--- config.mk ---
export PLATFORM = sky130hd
export DESIGN_NAME = ocdc_top
export DESIGN_NICKNAME = d
export VERILOG_FILES = /design/src/rtl/ocdc_pkg.sv /design/src/rtl/ocdc_crc.sv /design/src/rtl/ocdc_top.sv /design/src/rtl/ocdc_uart.sv
export SDC_FILE = /design/constraint.sdc
export NUM_CORES = 1
export LEC_CHECK = 0
export BUFFER_PORTS_ARGS = -buffer_cell sky130_fd_sc_hd__buf_2
export CAP_MARGIN = 25
export CELL_PAD_IN_SITES_DETAIL_PLACEMENT = 0
export CELL_PAD_IN_SITES_GLOBAL_PLACEMENT = 1
export CORE_MARGIN = 3
export CORE_UTILIZATION = 44
export CTS_CLUSTER_SIZE = 8
export DETAILED_ROUTE_END_ITERATION = 16
export PLACE_DENSITY = 0.82
export SETUP_SLACK_MARGIN = 0.05
export SLEW_MARGIN = 0
export SYNTH_ARGS = -nofsm -noshare
export SYNTH_HDL_FRONTEND = slang
export SYNTH_HIERARCHICAL = 1
export SYNTH_SLANG_ARGS = --single-unit
--- constraint.sdc ---
create_clock -name clk -period 5.2 [get_ports clk]
set_clock_uncertainty 0.05 [all_clocks]
set_input_delay 1.04 -clock clk [delete_from_list [all_inputs] [get_ports clk]]
set_output_delay 1.04 -clock clk [all_outputs]
set_load 0.02 [all_outputs]
--- src/rtl/ocdc_pkg.sv ---
/*
 Package for the on-chip debug controller: command codes, timing counts,
 link framing, program memory size and checksum constants.
 Assumes a 40 MHz system clock.
*/
package ocdc_pkg;
   // ---------------------------------------------------------------
   // Clock and timing
   // ---------------------------------------------------------------
   localparam int CLK_MHZ = 40;
   localparam int CLK_PERIOD_NS = 25;
   // ---------------------------------------------------------------
   // Debug commands
   // ---------------------------------------------------------------
   localparam logic [7:0] CMD_CRC = 8'h0e;
   localparam logic [7:0] CMD_STEP = 8'h10;
   localparam logic [7:0] CMD_STUFF = 8'h11;
   localparam logic [7:0] CMD_EXEC = 8'h12;
   localparam logic [7:0] OP_BREAK = 8'h00;
   // ---------------------------------------------------------------
   // Checksum
   // ---------------------------------------------------------------
   localparam logic [15:0] CRC_POLY = 16'h1021;
   localparam logic [15:0] CRC_SEED = 16'hffff;
   localparam logic [15:0] CRC_OFF_VALUE = 16'hffff;
   // ---------------------------------------------------------------
   // Program memory and key
   // ---------------------------------------------------------------
   localparam int PM_AW = 11;
   localparam logic [PM_AW-1:0] PM_LAST = 11'h7ff;
   localparam logic [PM_AW-1:0] PM_ZERO = 11'h000;
   localparam int KEY_BITS = 32;
   localparam logic [31:0] KEY_VALUE = 32'h5a3c_96e1; // Arbitrary value
   // ---------------------------------------------------------------
   // Serial link framing
   // ---------------------------------------------------------------
   localparam int BAUD_W = 16;
   localparam logic [BAUD_W-1:0] BAUD_ONE = 16'h0001;
   localparam logic [BAUD_W-1:0] BAUD_ZERO = 16'h0000;
   localparam logic [3:0] BITS_FRAME = 4'h9;
   localparam logic [3:0] BIT_ZERO = 4'h0;
   localparam logic [2:0] LEN_ONE = 3'h1;
   localparam logic [2:0] LEN_ZERO = 3'h0;
   localparam logic [5:0] KEY_CNT_ZERO = 6'h00;
   localparam logic [5:0] KEY_CNT_FULL = 6'h20;
   // Autobaud: the host sends 80h, start plus seven zero bits is 8 bit times
   localparam int AUTOBAUD_SHIFT = 3;

   // Instruction length from opcode, used by execute command
   function automatic logic [2:0] ocdc_op_len(input logic [7:0] op);
      logic [2:0] len;
      len = 3'h2;
      if (op[3:0] == 4'hf || op == OP_BREAK) begin
         len = 3'h1;
      end else if (op[3:0] == 4'h4 || op[3:0] == 4'h5 || op[3:0] == 4'h6 ||
                   op[3:0] == 4'h7) begin
         len = 3'h3;
      end else if (op[3:0] == 4'h8 || op[3:0] == 4'h9) begin
         len = 3'h4;
      end
      return len;
   endfunction
endpackage

--- src/rtl/ocdc_crc.sv ---
/*
 Serial checksum engine: CRC-CCITT over the whole program memory,
 one byte per clock. Assumes a combinational memory read port.
*/
`timescale 1ns/100ps
module ocdc_crc
   import ocdc_pkg::*;
(
   input wire logic clk, // System clock
   input wire logic nrst, // Async reset, low
   input wire logic start, // Begin a pass
   input wire logic [7:0] pm_data, // Memory byte
   output logic [PM_AW-1:0] pm_addr, // Memory address
   output logic busy, // Pass running
   output logic done, // Pass finished pulse
   output logic [15:0] crc // Result
);
   typedef struct packed {
      logic busy;
      logic done;
      logic [PM_AW-1:0] addr;
      logic [15:0] crc;
   } ocdc_crc_st_t;

   ocdc_crc_st_t s_q, s_d;

   function automatic logic [15:0] crc_byte(input logic [15:0] c, input logic [7:0] b);
      logic [15:0] r;
      r = c ^ {b, 8'h00};
      for (int i = 0; i < 8; i++) begin
         r = r[15] ? ((r << 1) ^ CRC_POLY) : (r << 1);
      end
      return r;
   endfunction

   always_comb begin
      s_d = s_q;
      s_d.done = 1'b0;
      if (start && !s_q.busy) begin
         s_d.busy = 1'b1;
         s_d.addr = PM_ZERO;
         s_d.crc = CRC_SEED;
      end else if (s_q.busy) begin
         s_d.crc = crc_byte(s_q.crc, pm_data);
         s_d.addr = s_q.addr + 1'b1;
         if (s_q.addr == PM_LAST) begin
            s_d.busy = 1'b0;
            s_d.done = 1'b1;
         end
      end
   end

   always_ff @(posedge clk or negedge nrst) begin
      if (!nrst) begin
         s_q <= '0;
      end else begin
         s_q <= s_d;
      end
   end

   assign pm_addr = s_q.addr;
   assign busy = s_q.busy;
   assign done = s_q.done;
   assign crc = s_q.crc;
endmodule

--- src/rtl/ocdc_top.sv ---
/*
 On-chip debug controller top: debug mode, unlock key, command handling.
 Assumes a CPU with fetch stop, halt exit, one-instruction run ports,
 and a program memory read port shared with the checksum engine.
*/
`timescale 1ns/100ps
module ocdc_top
   import ocdc_pkg::*;
(
   input wire logic clk, // System clock
   input wire logic nrst, // Async reset, low
   input wire logic sys_rst_n, // System reset level, low
   input wire logic shared_reset_pin_in, // Shared reset pin level
   input wire logic shared_debug_pin_in, // Debug wire level
   input wire logic cpu_brk_exec, // CPU executed breakpoint
   input wire logic cpu_halted, // CPU in halt state
   input wire logic cpu_instr_done, // Directed instruction done
   input wire logic stop_mode, // Deep sleep active
   input wire logic wdt_enabled, // Watchdog enabled
   input wire logic read_protect, // Flash read protection
   input wire logic ctl_debug_set, // Request debug entry
   input wire logic ctl_debug_clr, // Request debug exit
   input wire logic ctl_brk_en, // Breakpoint enable
   input wire logic ctl_reset_req, // Request full reset
   input wire logic [7:0] pm_rdata, // Program memory data
   output logic shared_debug_pin_out, // Debug wire drive value
   output logic shared_debug_pin_oe, // Debug wire drive enable
   output logic [PM_AW-1:0] pm_addr, // Program memory address
   output logic pm_rd, // Program memory read
   output logic cpu_fetch_stop, // Stop CPU fetch
   output logic cpu_halt_exit, // Leave halt pulse
   output logic cpu_step, // Run one instruction pulse
   output logic cpu_stuff_vld, // Injected byte valid pulse
   output logic [7:0] cpu_stuff_byte, // Injected byte
   output logic cpu_stuff_first, // Injected byte is first only
   output logic wdt_refresh, // Watchdog refresh
   output logic brk_enabled, // Breakpoint enabled
   output logic device_reset_req, // Full device reset
   output logic debug_unlocked, // Debug feature unlocked
   output logic debug_mode // In debug mode
);
   typedef enum logic [2:0] {
      C_CMD, C_STUFF_OP, C_EXEC_BYTES, C_DISCARD, C_CRC_WAIT, C_TX_HI, C_TX_LO, C_RUN
   } ocdc_cmd_t;

   typedef struct packed {
      ocdc_cmd_t st;
      logic dbg;
      logic brk_en;
      logic unlocked;
      logic [31:0] key;
      logic [5:0] key_cnt;
      logic key_prev;
      logic rst_prev;
      logic pin_prev;
      logic [2:0] left;
      logic first;
      logic [15:0] crc;
      logic tx_go;
      logic [7:0] tx_byte;
      logic fetch_stop;
      logic halt_exit;
      logic step;
      logic stuff_vld;
      logic [7:0] stuff_byte;
      logic stuff_first;
      logic wdt;
      logic dev_rst;
      logic pm_rd;
      logic pin_out;
      logic pin_oe;
      logic crc_start;
   } ocdc_st_t;

   ocdc_st_t s_q, s_d;
   logic rx_valid;
   logic [7:0] rx_byte;
   logic tx_busy;
   logic tx_out;
   logic tx_oe;
   logic crc_busy;
   logic crc_done;
   logic [15:0] crc_val;
   logic [PM_AW-1:0] crc_addr;

   // ---------------------------------------------------------------
   // Serial link and checksum engines
   // ---------------------------------------------------------------
   ocdc_uart u_uart (
      .clk(clk),
      .nrst(nrst),
      .rx_in(shared_debug_pin_in),
      .tx_go(s_q.tx_go),
      .tx_byte(s_q.tx_byte),
      .rx_valid(rx_valid),
      .rx_byte(rx_byte),
      .tx_busy(tx_busy),
      .tx_out(tx_out),
      .tx_oe(tx_oe),
      .locked()
   );

   ocdc_crc u_crc (
      .clk(clk),
      .nrst(nrst),
      .start(s_q.crc_start),
      .pm_data(pm_rdata),
      .pm_addr(crc_addr),
      .busy(crc_busy),
      .done(crc_done),
      .crc(crc_val)
   );

   function automatic logic cmd_ok(input logic dbg, input logic prot);
      return dbg && !prot;
   endfunction

   // ---------------------------------------------------------------
   // Next state
   // ---------------------------------------------------------------
   always_comb begin
      s_d = s_q;
      s_d.tx_go = 1'b0;
      s_d.halt_exit = 1'b0;
      s_d.step = 1'b0;
      s_d.stuff_vld = 1'b0;
      s_d.crc_start = 1'b0;
      s_d.rst_prev = sys_rst_n;
      s_d.pin_prev = shared_debug_pin_in;
      s_d.key_prev = shared_reset_pin_in;
      s_d.brk_en = ctl_brk_en;
      s_d.dev_rst = ctl_reset_req;
      if (!s_q.rst_prev && sys_rst_n && !s_q.pin_prev) begin
         s_d.dbg = 1'b1;
      end
      if (!shared_reset_pin_in) begin
         if (s_q.key_cnt != KEY_CNT_FULL) begin
            s_d.key = {s_q.key[30:0], shared_debug_pin_in};
            s_d.key_cnt = s_q.key_cnt + 1'b1;
         end
      end else begin
         s_d.key_cnt = KEY_CNT_ZERO;
         if (!s_q.key_prev && s_q.key_cnt == KEY_CNT_FULL && s_q.key == KEY_VALUE) begin
            s_d.unlocked = 1'b1;
         end
      end
      if (cpu_brk_exec && s_q.brk_en) begin
         s_d.dbg = 1'b1;
      end
      if (ctl_debug_set) begin
         s_d.dbg = 1'b1;
      end else if (ctl_debug_clr) begin
         s_d.dbg = 1'b0;
      end
      if (s_d.dbg && cpu_halted) begin
         s_d.halt_exit = 1'b1;
      end
      s_d.wdt = s_d.dbg && wdt_enabled && !stop_mode;
      case (s_q.st)
         C_CMD: begin
            if (rx_valid) begin
               if (rx_byte == CMD_CRC) begin
                  if (s_q.dbg) begin
                     s_d.crc_start = 1'b1;
                     s_d.pm_rd = 1'b1;
                     s_d.st = C_CRC_WAIT;
                  end else begin
                     s_d.crc = CRC_OFF_VALUE;
                     s_d.st = C_TX_HI;
                  end
               end else if (rx_byte == CMD_STEP) begin
                  if (cmd_ok(s_q.dbg, read_protect)) begin
                     s_d.step = 1'b1;
                     s_d.st = C_RUN;
                  end
               end else if (rx_byte == CMD_STUFF) begin
                  s_d.st = C_STUFF_OP;
               end else if (rx_byte == CMD_EXEC) begin
                  s_d.st = cmd_ok(s_q.dbg, read_protect) ? C_EXEC_BYTES : C_DISCARD;
                  s_d.first = 1'b1;
               end
            end
         end
         C_STUFF_OP: begin
            if (rx_valid) begin
               if (cmd_ok(s_q.dbg, read_protect)) begin
                  s_d.stuff_vld = 1'b1;
                  s_d.stuff_byte = rx_byte;
                  s_d.stuff_first = 1'b1;
                  s_d.st = C_RUN;
               end else begin
                  s_d.st = C_CMD;
               end
            end
         end
         C_EXEC_BYTES: begin
            if (rx_valid) begin
               s_d.stuff_vld = 1'b1;
               s_d.stuff_byte = rx_byte;
               s_d.stuff_first = 1'b0;
               s_d.first = 1'b0;
               if (s_q.first) begin
                  s_d.left = ocdc_op_len(rx_byte) - LEN_ONE;
               end else begin
                  s_d.left = s_q.left - LEN_ONE;
               end
               if ((s_q.first && ocdc_op_len(rx_byte) == LEN_ONE) ||
                   (!s_q.first && s_q.left == LEN_ONE)) begin
                  s_d.st = C_RUN;
               end
            end
         end
         C_DISCARD: begin
            if (rx_valid) begin
               s_d.st = C_CMD;
            end
         end
         C_CRC_WAIT: begin
            if (crc_done) begin
               s_d.crc = crc_val;
               s_d.pm_rd = 1'b0;
               s_d.st = C_TX_HI;
            end
         end
         C_TX_HI: begin
            if (!tx_busy && !s_q.tx_go) begin
               s_d.tx_go = 1'b1;
               s_d.tx_byte = s_q.crc[15:8];
               s_d.st = C_TX_LO;
            end
         end
         C_TX_LO: begin
            if (!tx_busy && !s_q.tx_go) begin
               s_d.tx_go = 1'b1;
               s_d.tx_byte = s_q.crc[7:0];
               s_d.st = C_CMD;
            end
         end
         C_RUN: begin
            if (cpu_instr_done) begin
               s_d.st = C_CMD;
            end
         end
         default: s_d.st = C_CMD;
      endcase
      s_d.fetch_stop = s_d.dbg && (s_d.st != C_RUN);
      s_d.pin_out = tx_out;
      s_d.pin_oe = tx_oe;
   end

   always_ff @(posedge clk or negedge nrst) begin
      if (!nrst) begin
         s_q <= '{st: C_CMD, pin_out: 1'b1, rst_prev: 1'b1, key_prev: 1'b1, default: '0};
      end else begin
         s_q <= s_d;
      end
   end

   // ---------------------------------------------------------------
   // Outputs
   // ---------------------------------------------------------------
   // no clock or peripheral gating
   assign shared_debug_pin_out = s_q.pin_out;
   assign shared_debug_pin_oe = s_q.pin_oe;
   assign pm_rd = s_q.pm_rd;
   assign pm_addr = crc_addr;
   assign cpu_fetch_stop = s_q.fetch_stop;
   assign cpu_halt_exit = s_q.halt_exit;
   assign cpu_step = s_q.step;
   assign cpu_stuff_vld = s_q.stuff_vld;
   assign cpu_stuff_byte = s_q.stuff_byte;
   assign cpu_stuff_first = s_q.stuff_first;
   assign wdt_refresh = s_q.wdt;
   assign brk_enabled = s_q.brk_en;
   assign device_reset_req = s_q.dev_rst;
   assign debug_unlocked = s_q.unlocked;
   assign debug_mode = s_q.dbg;
endmodule

--- src/rtl/ocdc_uart.sv ---
/*
 Half-duplex serial engine for the debug wire with autobaud.
 Assumes line idles high, 8N1 bytes, LSB first; first frame is 80h.
*/
`timescale 1ns/100ps
module ocdc_uart
   import ocdc_pkg::*;
(
   input wire logic clk, // System clock
   input wire logic nrst, // Async reset, low
   input wire logic rx_in, // Wire level in
   input wire logic tx_go, // Send request
   input wire logic [7:0] tx_byte, // Byte to send
   output logic rx_valid, // Byte received pulse
   output logic [7:0] rx_byte, // Received byte
   output logic tx_busy, // Not idle: autobaud, receiving or sending
   output logic tx_out, // Wire level out
   output logic tx_oe, // Drive enable
   output logic locked // Baud known
);
   typedef enum logic [2:0] {U_AUTO, U_AUTO_LOW, U_IDLE, U_RX, U_STOP, U_TX} ocdc_u_t;
   typedef struct packed {
      ocdc_u_t st;
      logic [BAUD_W-1:0] baud;
      logic [BAUD_W-1:0] cnt;
      logic [3:0] bitn;
      logic [9:0] sh;
      logic valid;
      logic [7:0] rbyte;
      logic prev;
   } ocdc_u_st_t;

   ocdc_u_st_t s_q, s_d;

   always_comb begin
      s_d = s_q;
      s_d.valid = 1'b0;
      s_d.prev = rx_in;
      case (s_q.st)
         U_AUTO: begin
            if (s_q.prev && !rx_in) begin
               s_d.st = U_AUTO_LOW;
               s_d.cnt = BAUD_ONE;
            end
         end
         U_AUTO_LOW: begin
            s_d.cnt = s_q.cnt + BAUD_ONE;
            if (rx_in) begin
               s_d.baud = s_q.cnt >> AUTOBAUD_SHIFT;
               s_d.st = U_IDLE;
            end
         end
         U_IDLE: begin
            if (tx_go) begin
               s_d.st = U_TX;
               s_d.sh = {1'b1, tx_byte, 1'b0};
               s_d.bitn = BIT_ZERO;
               s_d.cnt = BAUD_ZERO;
            end else if (s_q.prev && !rx_in) begin
               s_d.st = U_RX;
               s_d.cnt = s_q.baud >> 1;
               s_d.bitn = BIT_ZERO;
            end
         end
         U_RX: begin
            if (s_q.cnt == s_q.baud - BAUD_ONE) begin
               s_d.cnt = BAUD_ZERO;
               s_d.bitn = s_q.bitn + 1'b1;
               s_d.sh = {rx_in, s_q.sh[9:1]};
               if (s_q.bitn == BITS_FRAME) begin
                  s_d.st = U_STOP;
                  s_d.cnt = s_q.baud >> 1;
                  s_d.valid = 1'b1;
                  s_d.rbyte = s_q.sh[9:2];
               end
            end else begin
               s_d.cnt = s_q.cnt + BAUD_ONE;
            end
         end
         U_STOP: begin
            // Hold off replies until the host stop bit ends
            if (s_q.cnt == s_q.baud - BAUD_ONE) begin
               s_d.st = U_IDLE;
            end else begin
               s_d.cnt = s_q.cnt + BAUD_ONE;
            end
         end
         U_TX: begin
            if (s_q.cnt == s_q.baud - BAUD_ONE) begin
               s_d.cnt = BAUD_ZERO;
               s_d.sh = {1'b1, s_q.sh[9:1]};
               s_d.bitn = s_q.bitn + 1'b1;
               if (s_q.bitn == BITS_FRAME) begin
                  s_d.st = U_IDLE;
               end
            end else begin
               s_d.cnt = s_q.cnt + BAUD_ONE;
            end
         end
         default: s_d.st = U_AUTO;
      endcase
   end

   always_ff @(posedge clk or negedge nrst) begin
      if (!nrst) begin
         s_q <= '{st: U_AUTO, sh: 10'h3ff, prev: 1'b1, default: '0};
      end else begin
         s_q <= s_d;
      end
   end

   assign rx_valid = s_q.valid;
   assign rx_byte = s_q.rbyte;
   assign tx_busy = (s_q.st != U_IDLE);
   assign tx_out = (s_q.st == U_TX) ? s_q.sh[0] : 1'b1;
   assign tx_oe = (s_q.st == U_TX);
   assign locked = (s_q.st != U_AUTO) && (s_q.st != U_AUTO_LOW);
endmodule
======== After elaboration in Yosys (flattened, before gate mapping) ========
Index checks and enable logic that the tools add are counted.
cells by class
  add/subtract/negate cells ............... 7
  reduce and logical (&&, ||, !) cells .... 56
  mux-type cells .......................... 104
  equal/unequal tests ..................... 57
  bitwise logic cells ..................... 10
operators with widths
  cell                    number
  $mux W16                7
  $mux W13                8
  $mux W3                 32
  $pmux W16 S6            1
  $pmux W14 S3            1
  $mux W10                4
  $mux W20                2
  $mux W9                 4
  $eq A32 B31 Y1 const B  1
  $pmux W16 S2            1
  $mux W29                1
  $mux W1                 28
  $mux W27                1
  $ne A2 B2 Y1 const B    13
  $eq A8 B5 Y1 const B    3
  $not A3 Y3              8
  $pmux W3 S8             1
  $mux W23                1
  $ne A2 B1 Y1 const B    10
  $pmux W10 S2            1
  $mux W19                1
  $eq A3 B3 Y1 const B    6
  $pmux W3 S6             1
  $pmux W9 S2             1
  39 further kinds        97
storage, ports and cells
  bits of input ports ..................... 23
  bits in registers ....................... 180
  output and inout port bits .............. 32

======== Logic depth before layout (Yosys ltp) ========
Gate-level depths: netlist of run 1.
  depth after elaboration ................. 19
  mapped depth ............................ 12
  depth with buffers taken out ............ 10

======== Cells and area by module ========
The synthesis of run 1 kept the hierarchy.
by module, submodules not included
  module     area each (um2)  instances  cells an instance
  ocdc_top   4345.4           1          403
  ocdc_uart  3499.6           1          376
  ocdc_crc   1440.1           1          141

======== Worst setup path after synthesis of run 1 ========
No wires, ideal clock.
  path kind ............................... register to register
  from .................................... register u_uart/s_q[40] (netlist bit)
  to ...................................... register u_uart/s_q[25] (netlist bit)
  slack ................................... 2354 ps
  buffers on the path ..................... 1
  clock period less this slack ............ 2846 ps
  arrival ................................. 2669 ps
  cell stages (with the launch flop) ...... 12
  cells stage by stage .................... dfrtp_1 -> inv_1 -> ha_1 -> nor3b_2 -> nand3_2 -> or3_4 -> a2111oi_4 -> nand4_1 -> o211a_1 -> buf_6 -> a222oi_1 -> inv_1
between the ends
  longest elaborated chain between the ends .. 4
  elaborated cells on any way between the ends .. 7
  classes of those cells .................. add/sub: 1; eq/ne: 2; mux: 3; reduce/logical: 1
RTL lines
  what                                                      RTL line                                           RTL
  start, declared                                           ocdc_uart.sv:33                                    ocdc_u_st_t s_q, s_d;
  start signal, assigned                                    ocdc_uart.sv:106                                   s_q <= '{st: U_AUTO, sh: 10'h3ff, prev: 1'b1, default: '0};
  start signal, assigned                                    ocdc_uart.sv:108                                   s_q <= s_d;
  $sub A13 B1 Y14 *                                         ocdc_uart.sv:66, ocdc_uart.sv:82, ocdc_uart.sv:89
  $eq A16 B16 Y1 *                                          ocdc_uart.sv:66, ocdc_uart.sv:82, ocdc_uart.sv:89
  $mux W16 (tied with other cells)                          ocdc_uart.sv:89                                    if (s_q.cnt == s_q.baud - BAUD_ONE) begin
  $pmux W16 S6 / $reduce_and A4 Y1 (equally long branches)  -
Every way passes the cells marked *; elsewhere a longest branch is shown, timed or not.
A chain may end at the register's enable or synchronous reset.

======== Final worst setup path of run 1 ========
  from .................................... register u_uart/s_q[40] (netlist bit)
  to ...................................... register u_uart/s_q[33] (netlist bit)
The elaborated chain is that of the path after synthesis.

==> results of run 1 <==
[how the worst min path moves through the flow]
stage          depth (start not counted)  slack (ns)                         end                  startpoint
2_1_floorplan                          2        0.39  u_uart/s_q[10]$_DFFE_PN1P_  u_uart/s_q[10]$_DFFE_PN1P_
3_3_place_gp                           2        0.40  u_uart/s_q[10]$_DFFE_PN1P_  u_uart/s_q[11]$_DFFE_PN1P_
3_5_place_dp                           1        0.41  debug_unlocked$_DFFE_PN0P_  debug_unlocked$_DFFE_PN0P_
5_1_grt                                2        0.43  u_uart/s_q[10]$_DFFE_PN1P_  u_uart/s_q[11]$_DFFE_PN1P_
6_report                               2        0.41  u_uart/s_q[10]$_DFFE_PN1P_  u_uart/s_q[11]$_DFFE_PN1P_
4_1_cts                                2        0.41  u_uart/s_q[10]$_DFFE_PN1P_  u_uart/s_q[11]$_DFFE_PN1P_
[report_power, final]
group | total [W] | leakage (nW) | internal (W) | switching [W]
registers | 0.00158 | 2.16 | 0.00151 | 0.0000757
clock network | 0.00131 | 0.296 | 0.000696 | 0.000619
logic | 0.000200 | 1.99 | 0.000117 | 0.0000832
total | 0.00310 | 4.45 | 0.00232 | 0.000777
[metal layers]
layer,vias up,global-route usage [%]
li1,3248,-
met1,3168,25.4
met2,126,26.3
met3,20,3.35
met4,0,5.71
met5,-,0
[layout by cell type (no fill, tap or decap), types with 5 or more instances in the layout]
cell type / count
dfstp_2: 14
nand3_1: 24
inv_1: 32
o21ai_1: 11
nand4_1: 8
a31oi_1: 9
xnor2_2: 5
nor2_1: 89
o31ai_1: 5
nand2b_1: 9
ha_1: 11
nor3_1: 21
a21oi_1: 52
dfrtp_1: 166
or3_1: 7
o21a_1: 7
nor2b_1: 7
and2_1: 7
xor2_1: 18
clkbuf_16: 17
a32oi_1: 7
or2_2: 5
inv_8: 6
xnor2_1: 23
and3_1: 9
mux2i_1: 7
buf_2: 53
mux2_2: 52
nand2_1: 99
a22oi_1: 24
o21ai_0: 40
[cell type report]
| cell class | instances | area share [%] |
|---|---|---|
| well taps | 270 | 3.32 |
| repair buffers | 58 | 3.04 |
| multi-input cells | 645 | 42.0 |
| inverters | 32 | 1.18 |
| flip-flops and latches | 180 | 44.5 |
| clock buffers | 18 | 4.22 |
| clock inverters | 14 | 1.77 |
[stage by stage]
stage	cell area (um^2)	power [W]	hold slack, ns	worst slack, ns	std cells
2_1_floorplan	9280	0.00173	0.389	2.35	919
3_3_place_gp	9560	0.00180	0.399	1.94	1185
3_5_place_dp	9560	0.00181	0.407	1.80	1185
4_1_cts	10200	0.00314	0.413	1.80	1217
5_1_grt	10200	0.00323	0.430	1.55	1217
6_report	10200	0.00310	0.408	1.82	1217
[flip-flops by register name (all words and copies together), names as in the netlist, 8 cells and up]
name / cells
cpu_stuff_byte: 8
s_q: 74
u_crc/crc: 16
u_crc/pm_addr: 11
u_uart/rx_byte: 8
u_uart/s_q: 47
[tightest hold or removal path: cells and delay by family (launching register included)]
kind	cells	cell delay (ns)
and+or+nand+nor	1	0.05
DFF	1	0.37
AOI/OAI and AO/OA	1	0.05
==> impl_results.md, run 1 <==
* Run status: complete, no violations
* Setup slack, reg-to-reg at 1.82 ns
* CP arrival at roughly 3.7 ns
* Crit path cell chain: inv_1 -> ha_1 -> nor3b_2 -> nand3_2 -> or3_4 -> a211oi_1 -> nand3_1 -> a22o_1 -> a22o_1 -> a211o_1
* Crit-path slowest cell: a22o_1
* Largest net degree at the start of global routing at approximately 120
* Met2 wire length at 8820 um
* Synth Net Count at between 900 and 1000
* CTS clk-pin slew, worst paths at approximately 0.080 ns
* Final period util at 65.0%
* Post-CTS Setup Bufs at 0
* Via/cell ratio at 5.39
* # clock sinks at 180
* Fill count at around 1900
* Worst-Skew Late Latency at roughly 0.44 ns
* Total Wirelength at 19100 um
* R2R depth at 10
* 1st-iter DRT viols at 440
* R2r startpoint: u_uart/s_q[40]$_DFFE_PN0P_
* CP Class: flip-flop to flip-flop
* Clock root buffer: clkbuf_16
* Startpoint Class: flip-flop
* HPWL Detailed at 13200 um
* Share of post-route cells with drive strength above 1 at about a fifth
* Final min period at roughly 3.4 ns
* H-tree depth at 4
* Worst Path Max Fanout at 22
* First-pass GRT wire length at roughly 32000 um
* TritonCTS clock tree: yes
* Max-cap viol count at 0
* Fin. Hold Viols at 0
* RSZ-0062 raised after global routing: false
* Final setup TNS at 0 ns
* Total routing usage reported by global routing at around 17%
* Max stage delay on crit path at about 0.53 ns
* Syn-to-layout area delta at 9.60%
* Met3 wire len at 761 um
* Leak pwr at 4.45 nW
* Gate Count Post-Synth at 919
* Vias in the first global route at approximately 6400
* Via Count at 6562
* Hold Path Class: flip-flop to flip-flop
* Initial Util at between 40% and 50%
* Endpoint kind of the worst setup timing path: flip-flop
* Maximum clock frequency at 296 MHz
* Die ar. at 22900 um^2
* RR Endpoint: u_uart/s_q[33]$_DFFE_PN0P_
* CP dominant cell by count: a22o_1
* Area of the multi-input gates at between 4000 and 5000 um^2
* PostCTS Resize Cnt at 0
* Io pins at 55
* RePlAce Congestion at ~0.86
* DR pass1 iterations at 5
* Worst Path Buf+Inv at 1
* Launch point of the worst path: u_uart/s_q[40]$_DFFE_PN0P_
* IO Port Bufs at 54
* CP Depth at 10
* Final ANT Viol Nets at 0
* Delay-heaviest family, CP: compound AO/OA/AOI/OAI gates
* Die height at 151 um
* FP Rows at 52
* DRC Markers at 0
* Num CTS Buffers at 17
* Max Root-Sink Buffers at 2
* Worst-Margin Slew at ~1.0 ns
* Max Slew Vio Count at 0
* Register Area at 4520 um^2
* Warning count from the yosys run at 6
* Final setup viols at 0
* Relative slew slack at 30.9%
* Worst Setup EP: u_uart/s_q[33]$_DFFE_PN0P_
* Core area at roughly 20000 um^2
* Die Span X at about 150 um
* GRT Residual Overflow at 0
* WL met1 at just over 9000 um
* Worst Path Required at around 5.5 ns
* VDD IR-drop max at about 0.23 mV
* PD cells at between 300 and 400 nW/um^2
* Per-cell routed wire length at between 15 and 20 um
* Final net count at 968
* Ant diodes at 0
* Max Used Layer: met4
* Initial antenna violation count at 0
* Hold buffers post-CTS at 0
* Mapped Avg Cell Area at about 10 um^2
* Synth Cell Area at a little over 9000 um^2
* Final core occ at roughly 50%
Note: power is estimated with default switching activity, not from simulation.
==> run 2, diff against run 1 <==
==> constraint.sdc (replaced) <==
create_clock -name clk -period 3.5 [get_ports clk]
set_clock_uncertainty 0.05 [all_clocks]
set_input_delay 0.7 -clock clk [delete_from_list [all_inputs] [get_ports clk]]
set_output_delay 0.7 -clock clk [all_outputs]
set_load 0.02 [all_outputs]
==> impl_results.md, run 2 (synthesized netlist as in run 1, its figures left out) <==
* Ant diodes at 0 (unchanged)
* CTS clk-pin slew, worst paths at 0.07 ns (was 0.08 ns)
* Number of flip-flops in the largest register at 74 (unchanged)
* # clock sinks at 180 (unchanged)
* Leak pwr at 4.47 nW (was 4.45 nW)
* H-tree depth at 4 (unchanged)
* FP Rows at 52 (unchanged)
* Worst setup margin at 0.284 ns (was 1.82 ns)
* Final min period at 3.22 ns (was 3.38 ns)
* TritonCTS clock tree: yes (unchanged)
* Endpoint kind of the worst setup timing path: flip-flop (unchanged)
* Run status: complete, no violations (unchanged)
* Via/cell ratio at 5.46 (was 5.39)
* Relative slew slack at 43.9% (was 30.9%)
* RePlAce Congestion at 0.880 (was 0.857)
* Clock root buffer: clkbuf_16 (unchanged)
* Die Span X at 151 um (unchanged)
* Fin. Hold Viols at 0 (unchanged)
* Worst slack, placed at 0.184 ns (was 1.80 ns)
* Commonest non-fill, non-tap cells in the layout: dfrtp_1 (166), nand2_1 (99), nor2_1 (89), buf_2 (53) (unchanged)
* Final ANT Viol Nets at 0 (unchanged)
* Max-cap viol count at 0 (unchanged)
* Most common cell after layout, fill and taps aside: dfrtp_1 (unchanged)
* CP arrival at 3.47 ns (was 3.65 ns)
* Worst Path Required at 3.75 ns (was 5.47 ns)
* RSZ-0062 raised after global routing: false (unchanged)
* Core area at 20500 um^2 (unchanged)
* Worst-Margin Slew at 0.838 ns (was 1.04 ns)
* HPWL Detailed at 13700 um (was 13200 um)
* CP Class: flip-flop to flip-flop (unchanged)
* Post-Layout Cell Count at 1224 (was 1217)
* IO Port Bufs at 54 (unchanged)
* Startpoint Class: flip-flop (unchanged)
* Initial Util at 45.3% (unchanged)
* First-pass GRT wire length at 33100 um (was 32300 um)
* Worst-Skew Late Latency at 0.43 ns (was 0.44 ns)
* Largest net degree at the start of global routing at 78 (was 118)
* Die ar. at 22900 um^2 (unchanged)
* Die height at 151 um (unchanged)
* VDD IR-drop max at 0.377 mV (was 0.229 mV)
* Io pins at 55 (unchanged)
* PD cells at 444 nW/um^2 (was 304 nW/um^2)
* 1st-iter DRT viols at 546 (was 440)
* Max Root-Sink Buffers at 2 (unchanged)
* Biggest register: s_q (unchanged)
* Total Wirelength at 19500 um (was 19100 um)
* Final setup TNS at 0 ns (unchanged)
* DRC Markers at 0 (unchanged)
* Final period util at 91.9% (was 65.0%)
* GRT Residual Overflow at 0 (unchanged)
* Worst Path Max Fanout at 12 (was 22)
* Total routing usage reported by global routing at 17.9% (was 17.4%)
* Max Slew Vio Count at 0 (unchanged)
* Per-cell routed wire length at 15.9 um (was 15.7 um)
* Final setup viols at 0 (unchanged)
* Syn-to-layout area delta at 9.99% (was 9.60%)
* Maximum clock frequency at 311 MHz (was 296 MHz)
* Initial antenna violation count at 0 (unchanged)
* Final net count at 975 (was 968)
* DR pass1 iterations at 5 (unchanged)
* Cell count after placement at 1192 (was 1185)
* Vias in the first global route at 6491 (was 6374)
* Share of post-route cells with drive strength above 1 at 21.6% (was 20.7%)
* Hold buffers post-CTS at 0 (unchanged)
* Hold Path Class: primary input to asynchronous set/reset pin (was flip-flop to flip-flop)
* Via Count at 6678 (was 6562)
* Num CTS Buffers at 17 (unchanged)
run 2: cell count changes in the layout (fill, tap and decap cells not counted), sizes merged:
cell    before  now
buf         57   64
clkinv       3    7
inv         41   39
bufinv       1    0
clkbuf      19   18
run 2: repair_timing:
item                                    CTS  global route
gates resized for setup                   0             2
buffers inserted                          0             0
endpoints found under the setup margin    0            10
run 2: report_power, final:
group / internal (W) / switching, W
clock: 0.000959 / 0.000921
combinational: 0.000177 / 0.000127
sequential: 0.00224 / 0.000113
total: 0.00337 / 0.00116
run 2: layout make-up:
cell class	count	area, um^2
multi-input combinational	645	4280
clock buffer	17	425
sequential	180	4520
timing repair buffer	65	362
tap	270	338
clock inverter	15	163
fill	1933	10300
inverter	32	120
run 2: per-stage QoR:
stage | hold WS, ns | power [W] | utilization, % | area, um^2
floorplan | 0.354 | 0.00256 | - | 9280
finish | 0.225 | 0.00453 | 49.8 | 10200
global route | 0.273 | 0.00473 | 49.8 | 10200
detailed placement | 0.406 | 0.00270 | 46.9 | 9620
global placement | 0.404 | 0.00268 | 46.9 | 9620
CTS | 0.256 | 0.00459 | 49.8 | 10200
run 2: critical path, cell delays in order (launching register included):
cell and delay, ns:
dfrtp_1 0.43, inv_1 0.10, ha_1 0.20, nor3b_2 0.32, nand3_2 0.13, or3_4 0.44, a211oi_2 0.29, nand3_1 0.16
a22o_1 0.44, buf_4 0.26, a41oi_1 0.20, a31oi_1 0.06
run 2: worst paths after layout:
| check | startpoint | depth (start not counted) | to | slack (ns) |
|---|---|---|---|---|
| setup reg to reg | u_uart/s_q[40]$_DFFE_PN0P_ | 11 | u_uart/s_q[38]$_DFFE_PN0P_ | 0.28 |
| min in group clk | ctl_brk_en | 1 | brk_enabled$_DFF_PN0_ | 0.32 |
| hold reg to reg | u_uart/s_q[11]$_DFFE_PN1P_ | 2 | u_uart/s_q[11]$_DFFE_PN1P_ | 0.41 |
| setup / recovery | u_uart/s_q[40]$_DFFE_PN0P_ | 11 | u_uart/s_q[38]$_DFFE_PN0P_ | 0.28 |
| max in group asynchronous | nrst | 2 | s_q[50]$_DFF_PN1_ | 2.24 |
| hold / removal | nrst | 1 | u_uart/s_q[46]$_DFFE_PN0P_ | 0.23 |
run 2: metal layers:
layer  vias up  share of wire [%]  track usage [%]
met1      3246                 49             26.0
met2       131                 46             27.3
met4         0                1.7             5.89
met3        22                3.7             2.84
met5         -                  0                0
li1       3279                  -                -
